--- src/ued_consts.vh ---
`ifndef UED_CONSTS_VH
`define UED_CONSTS_VH
`define UED_OFS_CTRL 8'h00
`define UED_OFS_EP_SEL 8'h04
`define UED_OFS_DMA_CFG 8'h08
`define UED_OFS_DMA_EN 8'h0C
`define UED_OFS_DMA_DIS 8'h10
`define UED_OFS_PKT_CNT 8'h14
`define UED_OFS_STATUS 8'h18
`define UED_OFS_CHAN_MAP 8'h1C
`define UED_OFS_EP_CFG 8'h20
`define UED_OFS_NAK_LIMIT 8'h24
`define UED_DIR_BIT 8
`define UED_CFG_MODE1 0
`define UED_CFG_AUTO_SEND 1
`define UED_CFG_AUTO_ACK 2
`define UED_CFG_AUTO_INREQ 3
`define UED_RST_NAK_LIMIT 8'h10
`define UED_FLG_H_RX_NAK_TO 4
`define UED_FLG_H_TX_NAK_TO 8
`define UED_FLG_H_CTL_NAK_TO 14
`define UED_ERR_MASK 32'h331DCF3F
`endif

--- src/ued_cnt_mem.v ---
`timescale 1ns/1ns
module ued_cnt_mem
(
  // Clock
  input wire clk,
  // Write port
  input wire we,
  input wire [2:0] waddr,
  input wire [15:0] wdata,
  // Registered read ports
  input wire [2:0] raddr_a,
  output reg [15:0] rdata_a,
  input wire [2:0] raddr_b,
  output reg [15:0] rdata_b
);
  reg [15:0] mem [0:7];

  always @(posedge clk)
  begin
    if (we)
    begin
      mem[waddr] <= wdata;
    end
    rdata_a <= mem[raddr_a];
    rdata_b <= mem[raddr_b];
  end
endmodule // ued_cnt_mem

--- src/ued_flag_bank.v ---
`timescale 1ns/1ns
module ued_flag_bank
(
  // Clock and reset
  input wire clk,
  input wire rst,
  // Set and clear strobes
  input wire [31:0] set,
  input wire [31:0] clr,
  // Sticky flags
  output reg [31:0] flags
);
  always @(posedge clk)
  begin
    if (rst)
    begin
      flags <= 32'h00000000;
    end
    else
    begin
      flags <= (flags & ~clr) | set;
    end
  end
endmodule // ued_flag_bank

--- src/ued_top.v ---
// The Avalon-MM interface to the registers and the address map were left to the implementer.
`timescale 1ns/1ns
`include "ued_consts.vh"
module ued_top
(
  // Clock and reset
  input wire clk,
  input wire rst,
  // Avalon-MM slave
  input wire [7:0] address,
  input wire read,
  input wire write,
  input wire [31:0] writedata,
  output reg [31:0] readdata,
  output reg waitrequest,
  // Controller core events
  input wire [2:0] core_ep,
  input wire core_dir_tx,
  input wire core_evt,
  input wire [4:0] core_code,
  input wire core_ep_reset,
  input wire core_pkt_done,
  input wire core_dma_done,
  input wire core_tx_full_pkt,
  input wire core_rx_drained,
  input wire core_nak,
  input wire core_ok,
  input wire core_sof,
  // FIFO levels per endpoint
  input wire [7:0] ep_tx_space,
  input wire [7:0] ep_rx_avail,
  // DMA requests
  output reg [2:0] dma_rx_req,
  output reg [2:0] dma_tx_req,
  // Automatic actions
  output reg tx_pkt_set,
  output reg rx_pkt_ack,
  output reg in_request,
  output reg [2:0] auto_ep,
  // Endpoint interrupt pulses
  output reg [7:0] ep_irq,
  // Mode
  output reg host_mode
);
  function [7:0] dec8;
    input [2:0] n;
    begin
      dec8 = 8'h01 << n;
    end
  endfunction

  reg [2:0] sel_ep;
  reg [7:0] tx_en;
  reg [7:0] rx_en;
  reg [7:0] tx_m1;
  reg [7:0] rx_m1;
  reg [7:0] tx_auto_send;
  reg [7:0] rx_auto_ack;
  reg [7:0] rx_auto_in_request;
  reg [7:0] ep_bulk;
  reg [7:0] nak_limit;
  reg [17:0] chan_map;
  reg [15:0] req_cnt [0:7];
  reg [7:0] nak_act;
  reg [7:0] nak_dir_tx;
  reg [7:0] nak_frm [0:7];
  reg drain_q;
  reg [2:0] drain_ep;
  wire [7:0] nak_to;
  wire [31:0] flags [0:7];
  wire [15:0] cnt_bus;
  wire [15:0] cnt_core;
  wire wr_go = write && !waitrequest;
  wire pkt_wr = wr_go && (address == `UED_OFS_PKT_CNT);
  wire wdir = writedata[`UED_DIR_BIT];
  wire [7:0] sel_dec = dec8(sel_ep);
  wire [7:0] core_dec = dec8(core_ep);
  wire [31:0] code_dec = 32'h00000001 << core_code;
  wire en_wr = wr_go && (address == `UED_OFS_DMA_EN);
  wire dis_wr = wr_go && (address == `UED_OFS_DMA_DIS);

  ued_cnt_mem u_cnt
  (
    .clk(clk),
    .we(pkt_wr),
    .waddr(sel_ep),
    .wdata(writedata[15:0]),
    .raddr_a(sel_ep),
    .rdata_a(cnt_bus),
    .raddr_b(core_rx_drained ? core_ep : drain_ep),
    .rdata_b(cnt_core)
  );

  // Auto-request allowed while fewer requests than the packet count went out;
  // the count is fetched for the drained endpoint so it is ready with drain_ep
  wire in_req_ok = host_mode && rx_en[drain_ep] && rx_auto_in_request[drain_ep] &&
    (req_cnt[drain_ep] < cnt_core);

  // Per-endpoint flags, NAK timers and request counters
  genvar i;
  generate
    for (i = 0; i < 8; i = i + 1)
    begin : g_ep
      wire hit = core_dec[i];
      wire bulk_like = (i == 0) || ep_bulk[i];
      wire [31:0] nak_bit = (i == 0) ? (32'h00000001 << `UED_FLG_H_CTL_NAK_TO) :
        nak_dir_tx[i] ? (32'h00000001 << `UED_FLG_H_TX_NAK_TO) : (32'h00000001 << `UED_FLG_H_RX_NAK_TO);
      wire [31:0] set = ((core_evt && hit) ? code_dec : 32'h00000000) |
        (nak_to[i] ? nak_bit : 32'h00000000);
      wire [31:0] clr = ((core_ep_reset && hit) ? 32'hFFFFFFFF : 32'h00000000) |
        ((wr_go && address == `UED_OFS_STATUS && sel_dec[i]) ? writedata : 32'h00000000);

      // More than the limit of frames with NAKs ends the wait
      assign nak_to[i] = bulk_like && nak_act[i] && core_sof && (nak_frm[i] == nak_limit) &&
        !(core_ok && hit);

      ued_flag_bank u_flags
      (
        .clk(clk),
        .rst(rst),
        .set(set),
        .clr(clr),
        .flags(flags[i])
      );

      always @(posedge clk)
      begin
        if (rst)
        begin
          nak_act[i] <= 1'b0;
          nak_dir_tx[i] <= 1'b0;
          nak_frm[i] <= 8'h00;
          req_cnt[i] <= 16'h0000;
        end
        else
        begin
          if ((core_ok || core_ep_reset) && hit)
          begin
            nak_act[i] <= 1'b0;
            nak_frm[i] <= 8'h00;
          end
          else
          begin
            if (core_nak && hit)
            begin
              nak_act[i] <= 1'b1;
              nak_dir_tx[i] <= core_dir_tx;
            end
            if (core_sof && nak_act[i] && nak_frm[i] != 8'hFF)
            begin
              nak_frm[i] <= nak_frm[i] + 8'h01;
            end
          end
          if ((pkt_wr || (en_wr && !wdir)) && sel_dec[i])
          begin
            req_cnt[i] <= 16'h0000;
          end
          else if (drain_q && drain_ep == i && in_req_ok)
          begin
            req_cnt[i] <= req_cnt[i] + 16'h0001;
          end
        end
      end
    end
  endgenerate

  // Register writes
  always @(posedge clk)
  begin
    if (rst)
    begin
      host_mode <= 1'b0;
      sel_ep <= 3'h0;
      tx_en <= 8'h00;
      rx_en <= 8'h00;
      tx_m1 <= 8'h00;
      rx_m1 <= 8'h00;
      tx_auto_send <= 8'h00;
      rx_auto_ack <= 8'h00;
      rx_auto_in_request <= 8'h00;
      ep_bulk <= 8'h00;
      nak_limit <= `UED_RST_NAK_LIMIT;
      chan_map <= 18'h00000;
    end
    else if (wr_go)
    begin
      case (address)
        `UED_OFS_CTRL: host_mode <= writedata[0];
        `UED_OFS_EP_SEL: sel_ep <= writedata[2:0];
        `UED_OFS_DMA_CFG:
        begin
          // Only DMA fields of the chosen direction change
          if (wdir)
          begin
            tx_m1[sel_ep] <= writedata[`UED_CFG_MODE1];
            tx_auto_send[sel_ep] <= writedata[`UED_CFG_AUTO_SEND];
          end
          else
          begin
            rx_m1[sel_ep] <= writedata[`UED_CFG_MODE1];
            rx_auto_ack[sel_ep] <= writedata[`UED_CFG_AUTO_ACK];
            rx_auto_in_request[sel_ep] <= writedata[`UED_CFG_AUTO_INREQ];
          end
        end
        `UED_OFS_DMA_EN:
        begin
          if (wdir)
          begin
            tx_en[sel_ep] <= 1'b1;
          end
          else
          begin
            rx_en[sel_ep] <= 1'b1;
          end
        end
        `UED_OFS_DMA_DIS:
        begin
          if (wdir)
          begin
            tx_en[sel_ep] <= 1'b0;
          end
          else
          begin
            rx_en[sel_ep] <= 1'b0;
          end
        end
        `UED_OFS_CHAN_MAP: chan_map <= writedata[17:0];
        `UED_OFS_EP_CFG: ep_bulk[sel_ep] <= writedata[0];
        `UED_OFS_NAK_LIMIT: nak_limit <= writedata[7:0];
        default: ;
      endcase
    end
  end

  // Bus answer: one wait state, data latched with the release
  always @(posedge clk)
  begin
    if (rst)
    begin
      waitrequest <= 1'b1;
      readdata <= 32'h00000000;
    end
    else
    begin
      waitrequest <= !((read || write) && waitrequest);
      if (read && waitrequest)
      begin
        case (address)
          `UED_OFS_CTRL: readdata <= {31'h00000000, host_mode};
          `UED_OFS_EP_SEL: readdata <= {29'h00000000, sel_ep};
          `UED_OFS_DMA_CFG: readdata <= {25'h0000000, rx_en[sel_ep], tx_en[sel_ep], rx_m1[sel_ep],
            rx_auto_in_request[sel_ep], rx_auto_ack[sel_ep], tx_auto_send[sel_ep], tx_m1[sel_ep]};
          `UED_OFS_PKT_CNT: readdata <= {16'h0000, cnt_bus};
          `UED_OFS_STATUS: readdata <= flags[sel_ep];
          `UED_OFS_CHAN_MAP: readdata <= {14'h0000, chan_map};
          `UED_OFS_EP_CFG: readdata <= {31'h00000000, ep_bulk[sel_ep]};
          `UED_OFS_NAK_LIMIT: readdata <= {24'h000000, nak_limit};
          default: readdata <= 32'h00000000;
        endcase
      end
    end
  end

  // DMA request channels; a channel mapped to endpoint zero stays idle
  genvar c;
  generate
    for (c = 0; c < 3; c = c + 1)
    begin : g_ch
      wire [2:0] rx_ep = chan_map[3 * c + 2:3 * c];
      wire [2:0] tx_ep = chan_map[3 * c + 11:3 * c + 9];
      always @(posedge clk)
      begin
        if (rst)
        begin
          dma_rx_req[c] <= 1'b0;
          dma_tx_req[c] <= 1'b0;
        end
        else
        begin
          // Receive channels drain FIFO to memory, transmit channels fill it
          dma_rx_req[c] <= (rx_ep != 3'h0) && rx_en[rx_ep] && ep_rx_avail[rx_ep];
          dma_tx_req[c] <= (tx_ep != 3'h0) && tx_en[tx_ep] && ep_tx_space[tx_ep];
        end
      end
    end
  endgenerate

  // Automatic packet handling and interrupt filtering
  reg [7:0] next_irq;
  always @*
  begin
    next_irq = 8'h00;
    if (core_evt && ((code_dec & `UED_ERR_MASK) != 32'h00000000))
    begin
      next_irq = core_dec;
    end
    if (core_pkt_done && !(core_dir_tx ? tx_en[core_ep] : rx_en[core_ep]))
    begin
      next_irq = next_irq | core_dec;
    end
    if (core_dma_done && (core_dir_tx ? (tx_en[core_ep] && tx_m1[core_ep]) :
      (rx_en[core_ep] && rx_m1[core_ep])))
    begin
      next_irq = next_irq | core_dec;
    end
    next_irq = next_irq | nak_to;
  end

  always @(posedge clk)
  begin
    if (rst)
    begin
      tx_pkt_set <= 1'b0;
      rx_pkt_ack <= 1'b0;
      in_request <= 1'b0;
      auto_ep <= 3'h0;
      ep_irq <= 8'h00;
      drain_q <= 1'b0;
      drain_ep <= 3'h0;
    end
    else
    begin
      ep_irq <= next_irq;
      tx_pkt_set <= core_tx_full_pkt && tx_en[core_ep] && tx_auto_send[core_ep];
      rx_pkt_ack <= core_rx_drained && rx_en[core_ep] && rx_auto_ack[core_ep];
      drain_q <= core_rx_drained;
      if (core_rx_drained)
      begin
        drain_ep <= core_ep;
      end
      in_request <= drain_q && in_req_ok;
      if (core_tx_full_pkt || core_rx_drained)
      begin
        auto_ep <= core_ep;
      end
      else if (drain_q)
      begin
        auto_ep <= drain_ep;
      end
    end
  end
endmodule // ued_top

--- config.mk ---
export PLATFORM = sky130hd
export DESIGN_NAME = ued_top
export DESIGN_NICKNAME = d
export VERILOG_FILES = /design/src/ued_cnt_mem.v /design/src/ued_flag_bank.v /design/src/ued_top.v
export VERILOG_INCLUDE_DIRS = /design/src
export SDC_FILE = /design/constraint.sdc
export NUM_CORES = 2
export LEC_CHECK = 0
export ABC_AREA = 1
export BUFFER_PORTS_ARGS = -buffer_cell sky130_fd_sc_hd__buf_4
export CORE_AREA = 2 2 432 434
export DETAILED_ROUTE_END_ITERATION = 6
export DIE_AREA = 0 0 434 436
export GPL_TIMING_DRIVEN = 0
export PLACE_DENSITY = 0.39
export SLEW_MARGIN = 40
export SYNTH_ARGS = -nofsm -noshare
export SYNTH_HDL_FRONTEND = slang
export SYNTH_HIERARCHICAL = 1
export SYNTH_SLANG_ARGS = --single-unit
--- constraint.sdc ---
create_clock -name clk -period 4.25 [get_ports clk]
set_clock_uncertainty 0.1 [all_clocks]
set_input_delay 0.425 -clock clk [delete_from_list [all_inputs] [get_ports clk]]
set_output_delay 0.425 -clock clk [all_outputs]
set_load 0.005 [all_outputs]
## Yosys cells after proc, flatten, opt, wreduce, memory -nomap -nowiden

Memories as Yosys holds them, arrays and structs flattened. A register that Yosys moved wholly into a read port is not among the register bits.
Cells that the tools add are included.

| word-level totals | value |
|---|---|
| memory bits (writable) | 320 |
| flip-flop bits (word level) | 422 |
| logic and storage cells | 681 |
| memories | 3 |
| output and inout port bits | 54 |
| memory bits (read-only) | 0 |
| bits in latches | 0 |

| cells by class | value |
|---|---|
| $mul | 0 |
| reductions and logical operators | 202 |
| add/subtract/negate cells | 16 |
| eq/ne operators | 36 |
| divide/modulo/power cells | 0 |
| mux-type cells | 270 |
| order comparisons | 12 |
| bitwise logic cells | 89 |
| shift-type cells | 3 |

Memories:

| name | depth | width | read ports | clocked after memory_dff | wr ports | RTL line | source |
|---|---|---|---|---|---|---|---|
| req_cnt | 8 | 16 | 9 | 1 | 8 | ued_top.v:63 | `reg [15:0] req_cnt [0:7];` |
| u_cnt.mem | 8 | 16 | 2 | 2 | 1 | ued_cnt_mem.v:16 | `reg [15:0] mem [0:7];` |
| nak_frm | 8 | 8 | 8 | 0 | 8 | ued_top.v:66 | `reg [7:0] nak_frm [0:7];` |

Operators by type and width:

| cell | count |
|---|---|
| two-way mux 32 bit | 26 |
| bitwise OR 32 bit | 16 |
| AND 32 bit | 8 |
| two-way mux 16 bit | 16 |
| inverter 32 bit | 8 |
| case mux 32 bit (8 select lines) | 1 |
| bitwise OR 32 x 9 -> 32 bit | 7 |
| two-way mux 8 bit | 23 |
| logical AND 1 bit | 151 |
| two-way mux 1 bit | 147 |
| adder 16 x 1 -> 16 bit, second input constant | 8 |
| two-way mux 9 bit | 14 |
| binary-select mux 32 bit (select 3 bit) | 1 |
| binary-select mux 1 bit (select 3 bit) | 28 |
| adder 8 x 1 -> 8 bit, second input constant | 8 |
| == test 8 bit | 8 |
| != test 8 bit, second input constant | 8 |
| bitwise mux 8 bit | 6 |
| bitwise OR 8 bit | 5 |
| less-than comparator 3 x 4 -> 1 bit, second input constant | 9 |
| == test 8 x 5 -> 1 bit, second input constant | 4 |
| bitwise OR 1 bit | 32 |
| bitwise OR 32 x 15 -> 32 bit | 1 |
| case mux 8 bit (2 select lines) | 2 |
| other kinds (30) | 91 |

## Longest topological paths before layout

| logic depth | value |
|---|---|
| depth after elaboration | 11 |
| depth in mapped cells | 21 |
| depth with buffers taken out | 17 |

## Hierarchy

The synthesis kept the hierarchy.

Modules (own cells, without submodules):

| module | cells an instance | times used | area an instance (µm²) |
|---|---|---|---|
| ued_top | 3465 | 1 | 25070.3 |
| ued_flag_bank | 163 | 8 | 1194.9 |
| ued_cnt_mem | 901 | 1 | 7597.3 |

## Least setup slack after synthesis

Ideal clock, no wire load.

| path | value |
|---|---|
| path type | register to register |
| from | reg drain_ep[1] |
| to | mem req_cnt[5][0] (enable) |
| period minus slack after synthesis | 3765 ps |
| library setup time | 372 ps |
| cell stages (with the launch flop) | 20 |
| buffers on the path | 4 |
| path slack | 485 ps |
| arrival time | 3293 ps |
| cell sequence | dfxtp_1 buf_6 inv_4 nand2_4 inv_2 buf_2 clkbuf_1 a221oi_1 a22oi_1 ha_1 nand2_1 inv_1 nand3_1 a31oi_1 nor4_1 nand2_2 nor2_8 nand4_4 buf_8 nand2_1 |

RTL lines:

| item | RTL line | source |
|---|---|---|
| start: declaration | ued_top.v:68 | `reg [2:0] drain_ep;` |
| start signal: assignment | ued_top.v:329 | `drain_ep <= core_ep;` |
| end: declaration | ued_top.v:63 |  |

## Worst setup path in the final report

| path | value |
|---|---|
| from | reg sel_ep[0] |
| to | reg g_ep[7].u_flags.flags[8] |

| on the way | value |
|---|---|
| longest elaborated chain between the ends | 7 |

Ends and longest elaborated chain:

| item | RTL line | source |
|---|---|---|
| start: declaration | ued_top.v:52 | `reg [2:0] sel_ep;` |
| start signal: assignment | ued_top.v:189 | `` `UED_OFS_EP_SEL: sel_ep <= writedata[2:0]; `` |
| << shifter 1 x 3 -> 8 bit | ued_top.v:48 | `dec8 = 8'h01 << n;` |
| logical AND 1 bit | ued_top.v:111 | `` ((wr_go && address == `UED_OFS_STATUS && sel_dec[i]) ? writedata : 32'h00000000); `` |
| two-way mux 32 bit | ued_top.v:111 |  |
| bitwise OR 32 bit | ued_top.v:110 | `wire [31:0] clr = ((core_ep_reset && hit) ? 32'hFFFFFFFF : 32'h00000000) \|` |
| via g_ep[7].clr[8] | ued_top.v:110 |  |
| inverter 32 bit | ued_flag_bank.v:21 | `flags <= (flags & ~clr) \| set;` |
| AND 32 bit | ued_flag_bank.v:21 |  |
| bitwise OR 32 bit | ued_flag_bank.v:21 |  |
| end signal: assignment | ued_flag_bank.v:21 |  |
| end: declaration | ued_flag_bank.v:11 | `output reg [31:0] flags` |

The timed path passes the listed nets, and every way through them passes these cells.
A chain may end at the register's enable or synchronous reset.

==> flow_summary.rst <==
.. list-table::
   :header-rows: 1

   * - Metric
     - Value
   * - Proportion of register bits with asynchronous set or reset after synthesis
     - 0
   * - Cells traversed along the worst timing path
     - nand3_1, inv_2, buf_2, nand2_1, clkbuf_1, o21ai_0, inv_1, nand2_1, a21oi_1
   * - Static leakage power
     - 18.39 nW
   * - Crit path capture type
     - flip-flop
   * - Highest achievable clock rate
     - 241.3 MHz
   * - DRT iter0 DRCs
     - 3545
   * - TritonCTS clock tree
     - yes
   * - Clock buffer count from CTS
     - 98
   * - Num ports
     - 132
   * - Post-detailed-route count of antenna-violating nets
     - 0
   * - Die area
     - 189200 µm²
   * - Reg-to-reg critical path endpoint
     - g_ep[7].u_flags/flags[8]$_SDFF_PP0_
   * - Depth of the worst hold-timing path
     - 5
   * - Number of global-route vias before repair
     - 38100
   * - Power per unit of standard cell area
     - 354.4 nW/µm²
   * - Largest fanout on the critical path
     - 12
   * - Clock Sinks
     - 774
   * - Most frequent standard cell in the layout excluding fill and tap cells
     - sky130_fd_sc_hd__nand2_1
   * - Final worst-path setup slack
     - 0.1058 ns
   * - Worst-skew pair later-pin latency
     - 0.73 ns
   * - Type of the tightest min-delay check
     - input port to flip-flop
   * - Number of different library cells in the post-synthesis netlist
     - 62
   * - Cells after Synth
     - 5670
   * - CTS clk-pin slew, worst paths
     - 0.06 ns
   * - Setup Crit Path Kind
     - flip-flop to flip-flop
   * - Mean Syn Cell Area
     - 7.447 µm²
   * - Layout cells sized above 1
     - 0.1076
   * - Worst R2R Start
     - sel_ep[0]$_SDFFE_PP0P_
   * - Drt pass-1 iters
     - 6
   * - Worst-margin pin slew
     - 1.035 ns
   * - Cell at the slowest stage of the critical path
     - sky130_fd_sc_hd__nand3_1
   * - Highest ir drop seen on vdd
     - 0.0002816 V
   * - Yosys warning total
     - 6
   * - Final period demand of the worst path
     - 4.144 ns
   * - WP data required
     - 4.77 ns
   * - Number of placement rows
     - 158
   * - Vert. Die Dim
     - 436 µm
   * - Cell seen most often among critical-path stages
     - sky130_fd_sc_hd__nand2_1
   * - Tightest slew margin relative to the limit
     - 0.3097
   * - Mapped Nets
     - 5779
   * - Buffers from clock root to sink, at most
     - 3
   * - Outcome
     - completed
   * - H-tree lvl count
     - 3
   * - Routability cong.
     - 0.8880
   * - Final clock period utilization by the worst path
     - 0.9751
   * - Number of cells on the worst reg-to-reg path
     - 9
   * - Core Area
     - 184600 µm²
   * - Remaining global-route overflow
     - 0
   * - Average wire per cell in the routed design
     - 22.91 µm
   * - Clk root buf
     - sky130_fd_sc_hd__clkbuf_16
   * - Area of the mapped netlist
     - 42230 µm²
   * - First-pass GRT wire length
     - 275400 µm
   * - Post-synthesis cell type with the largest combined area
     - sky130_fd_sc_hd__edfxtp_1
   * - Layout Nets
     - 6059
   * - Maxcap violations
     - 0
   * - Final Routed Wirelength
     - 195200 µm
   * - Post-synthesis register bit count
     - 774
   * - Slack of the worst reg-to-reg path
     - 0.11 ns
   * - Initial antenna violation count
     - 12
   * - CP Buf/Inv Count
     - 4
   * - Number of buffers inserted by port buffering
     - 124
   * - Count of vias placed by the detailed router
     - 39650
   * - Kind of cell adding the most delay to the critical path
     - buffers and inverters
   * - Total Routing Usage GR
     - 0.2010
   * - Detail-routed via count per cell
     - 4.654
   * - Final cell utilization of the core
     - 0.2742
   * - Synth top area cells
     - sky130_fd_sc_hd__edfxtp_1 (23%), sky130_fd_sc_hd__dfxtp_1 (22%), sky130_fd_sc_hd__nand2_1 (11%)
   * - Hold Vio Cnt, Final
     - 0
   * - Leading cell types in the layout, fill and taps excluded
     - sky130_fd_sc_hd__nand2_1 (1276), sky130_fd_sc_hd__inv_1 (991), sky130_fd_sc_hd__nor2_1 (473)
   * - EDFF count, synth
     - 320
   * - Number of max-slew violations in the final report
     - 0
   * - Primary flip-flop cell chosen by synthesis mapping
     - sky130_fd_sc_hd__dfxtp_1
   * - Starting Density
     - 0.2287
   * - Die W
     - 434 µm
   * - Startpoint class of the critical path
     - flip-flop
   * - Delay contributed by the slowest stage of the critical path
     - 0.76 ns
   * - Placement-stage worst setup slack
     - -1.561 ns
   * - Arrival @ worst endpoint
     - 4.66 ns
   * - Worst-case hold path end point
     - dma_tx_req[0]$_SDFF_PP0_
   * - Final setup violation count
     - 0
   * - DRC violation count after routing
     - 0
   * - Fraction of post-synthesis cell area in the top cell type by area
     - 0.2276
   * - Relative area change from synthesis to final layout
     - 19.90%
   * - Setup repair after global routing missed its margin
     - false
   * - Portion of the post-synthesis area used by sequential elements
     - 0.4428
   * - Maximum number of pins on one net before global-route repair
     - 42
   * - Post-detailed-placement half-perimeter wirelength
     - 140800 µm
   * - Hold path startpoint
     - ep_tx_space[4]
## logic make-up after synthesis
group / share of synthesized area
adder cells (fa/ha/maj): 0.009185
XOR/XNOR: 0.03277
flip-flops: 0.4428
AND/OR/NAND/NOR: 0.2367
buffers and inverters: 0.1262
AO/OA/AOI/OAI: 0.1521
multiplexers: 0.0002371
## cell usage after synthesis, drive strengths merged (16+ instances only)
| master | count |
|---|---|
| a221oi | 50 |
| inv | 1015 |
| nand4 | 93 |
| clkbuf | 145 |
| a211oi | 16 |
| buf | 125 |
| o22ai | 73 |
| dfxtp | 454 |
| nor2 | 567 |
| xnor2 | 44 |
| ha | 31 |
| xor2 | 114 |
| a21oi | 466 |
| nand2 | 1291 |
| a22oi | 35 |
| nand3 | 250 |
| nor3 | 42 |
| edfxtp | 320 |
| o21ai | 417 |
## worst register-to-register path, delay by kind of cell (launching register included)
family          cells  cell delay [ns]
simple gates        3             1.15
buf+inv             4             1.65
flops               1             0.69
compound gates      2             0.45
## layout make-up
type	count	area (µm²)
inverters	1017	3832
flip-flops and latches	774	18700
clock inverters	36	321.6
clock buffers	146	2918
plain buffers	269	1622
well taps	2480	3103
fillers	20510	134000
repair buffers	181	1569
multi-input cells	3609	18550
diodes	7	17.52
## flip-flops by register name (all words and copies together), names as in the netlist, 7 cells and up, named ones only
signal,count
g_ep.u_flags/flags,256
req_cnt,128
u_cnt/mem,128
nak_frm,64
readdata,32
chan_map,18
u_cnt/rdata_a,16
u_cnt/rdata_b,16
ep_bulk,8
ep_irq,8
nak_act,8
nak_limit,8
rx_auto_ack,8
rx_auto_in_request,8
rx_m1,8
tx_auto_send,8
tx_m1,8
nak_dir_tx,7
## through the flow
| step | setup TNS [ns] | power (mW) | cell area [µm²] | hold WS [ns] | std cells |
|---|---|---|---|---|---|
| floorplan | 0 | 8.781 | 42230 | 0.3213 | 5670 |
| global placement | -302.53 | 9.422 | 46260 | 0.3379 | 8274 |
| detailed placement | -276.78 | 9.430 | 46630 | 0.3402 | 8285 |
| CTS | 0 | 18.14 | 50290 | 0.01095 | 8495 |
| global route | 0 | 18.52 | 50610 | 0.04470 | 8513 |
| finish | 0 | 17.94 | 50630 | 0.06505 | 8519 |
## what timing repair did
item                       4_1_cts  5_1_grt
hold buffers                    26        0
pin swaps                        1        3
buffers inserted                 3       17
resized for setup               35       40
setup endpoints to repair      257      128
hold endpoints to repair       136        0
## worst max-delay path by stage
stage                                start                             endpoint  slack [ns]  cells after the start
finish              sel_ep[0]$_SDFFE_PP0P_  g_ep[7].u_flags/flags[8]$_SDFF_PP0_        0.11                      9
global route        drain_ep[1]$_SDFF_PP0_         req_cnt[0][15]$_SDFFCE_PN0P_       0.004                     19
CTS                 drain_ep[0]$_SDFF_PP0_         req_cnt[3][15]$_SDFFCE_PN0P_       0.008                     16
detailed placement  drain_ep[1]$_SDFF_PP0_          req_cnt[4][9]$_SDFFCE_PN0P_       -1.56                     19
global placement    drain_ep[0]$_SDFF_PP0_         req_cnt[4][10]$_SDFFCE_PN0P_       -1.68                     18
floorplan           drain_ep[1]$_SDFF_PP0_          req_cnt[5][0]$_SDFFCE_PN0P_        0.49                     19
## power by group
part | internal [mW] | leakage (nW) | switching [mW]
Combinational | 0.377 | 9.98 | 0.983
Sequential | 7.85 | 6.81 | 0.118
Clock | 4.98 | 1.60 | 3.64
## routing by layer
metal / vias up / global-route usage / routed length [µm] / share of wire
li1: 18910 / - / - / -
met1: 19110 / 0.2679 / 87130 / 0.45
met2: 1287 / 0.3230 / 88730 / 0.45
met3: 344 / 0.03008 / 10680 / 0.055
met4: 2 / 0.08244 / 8620 / 0.044
met5: - / 0 / 10 / 0.000051
No activity file was read; power rests on OpenSTA's default activity.
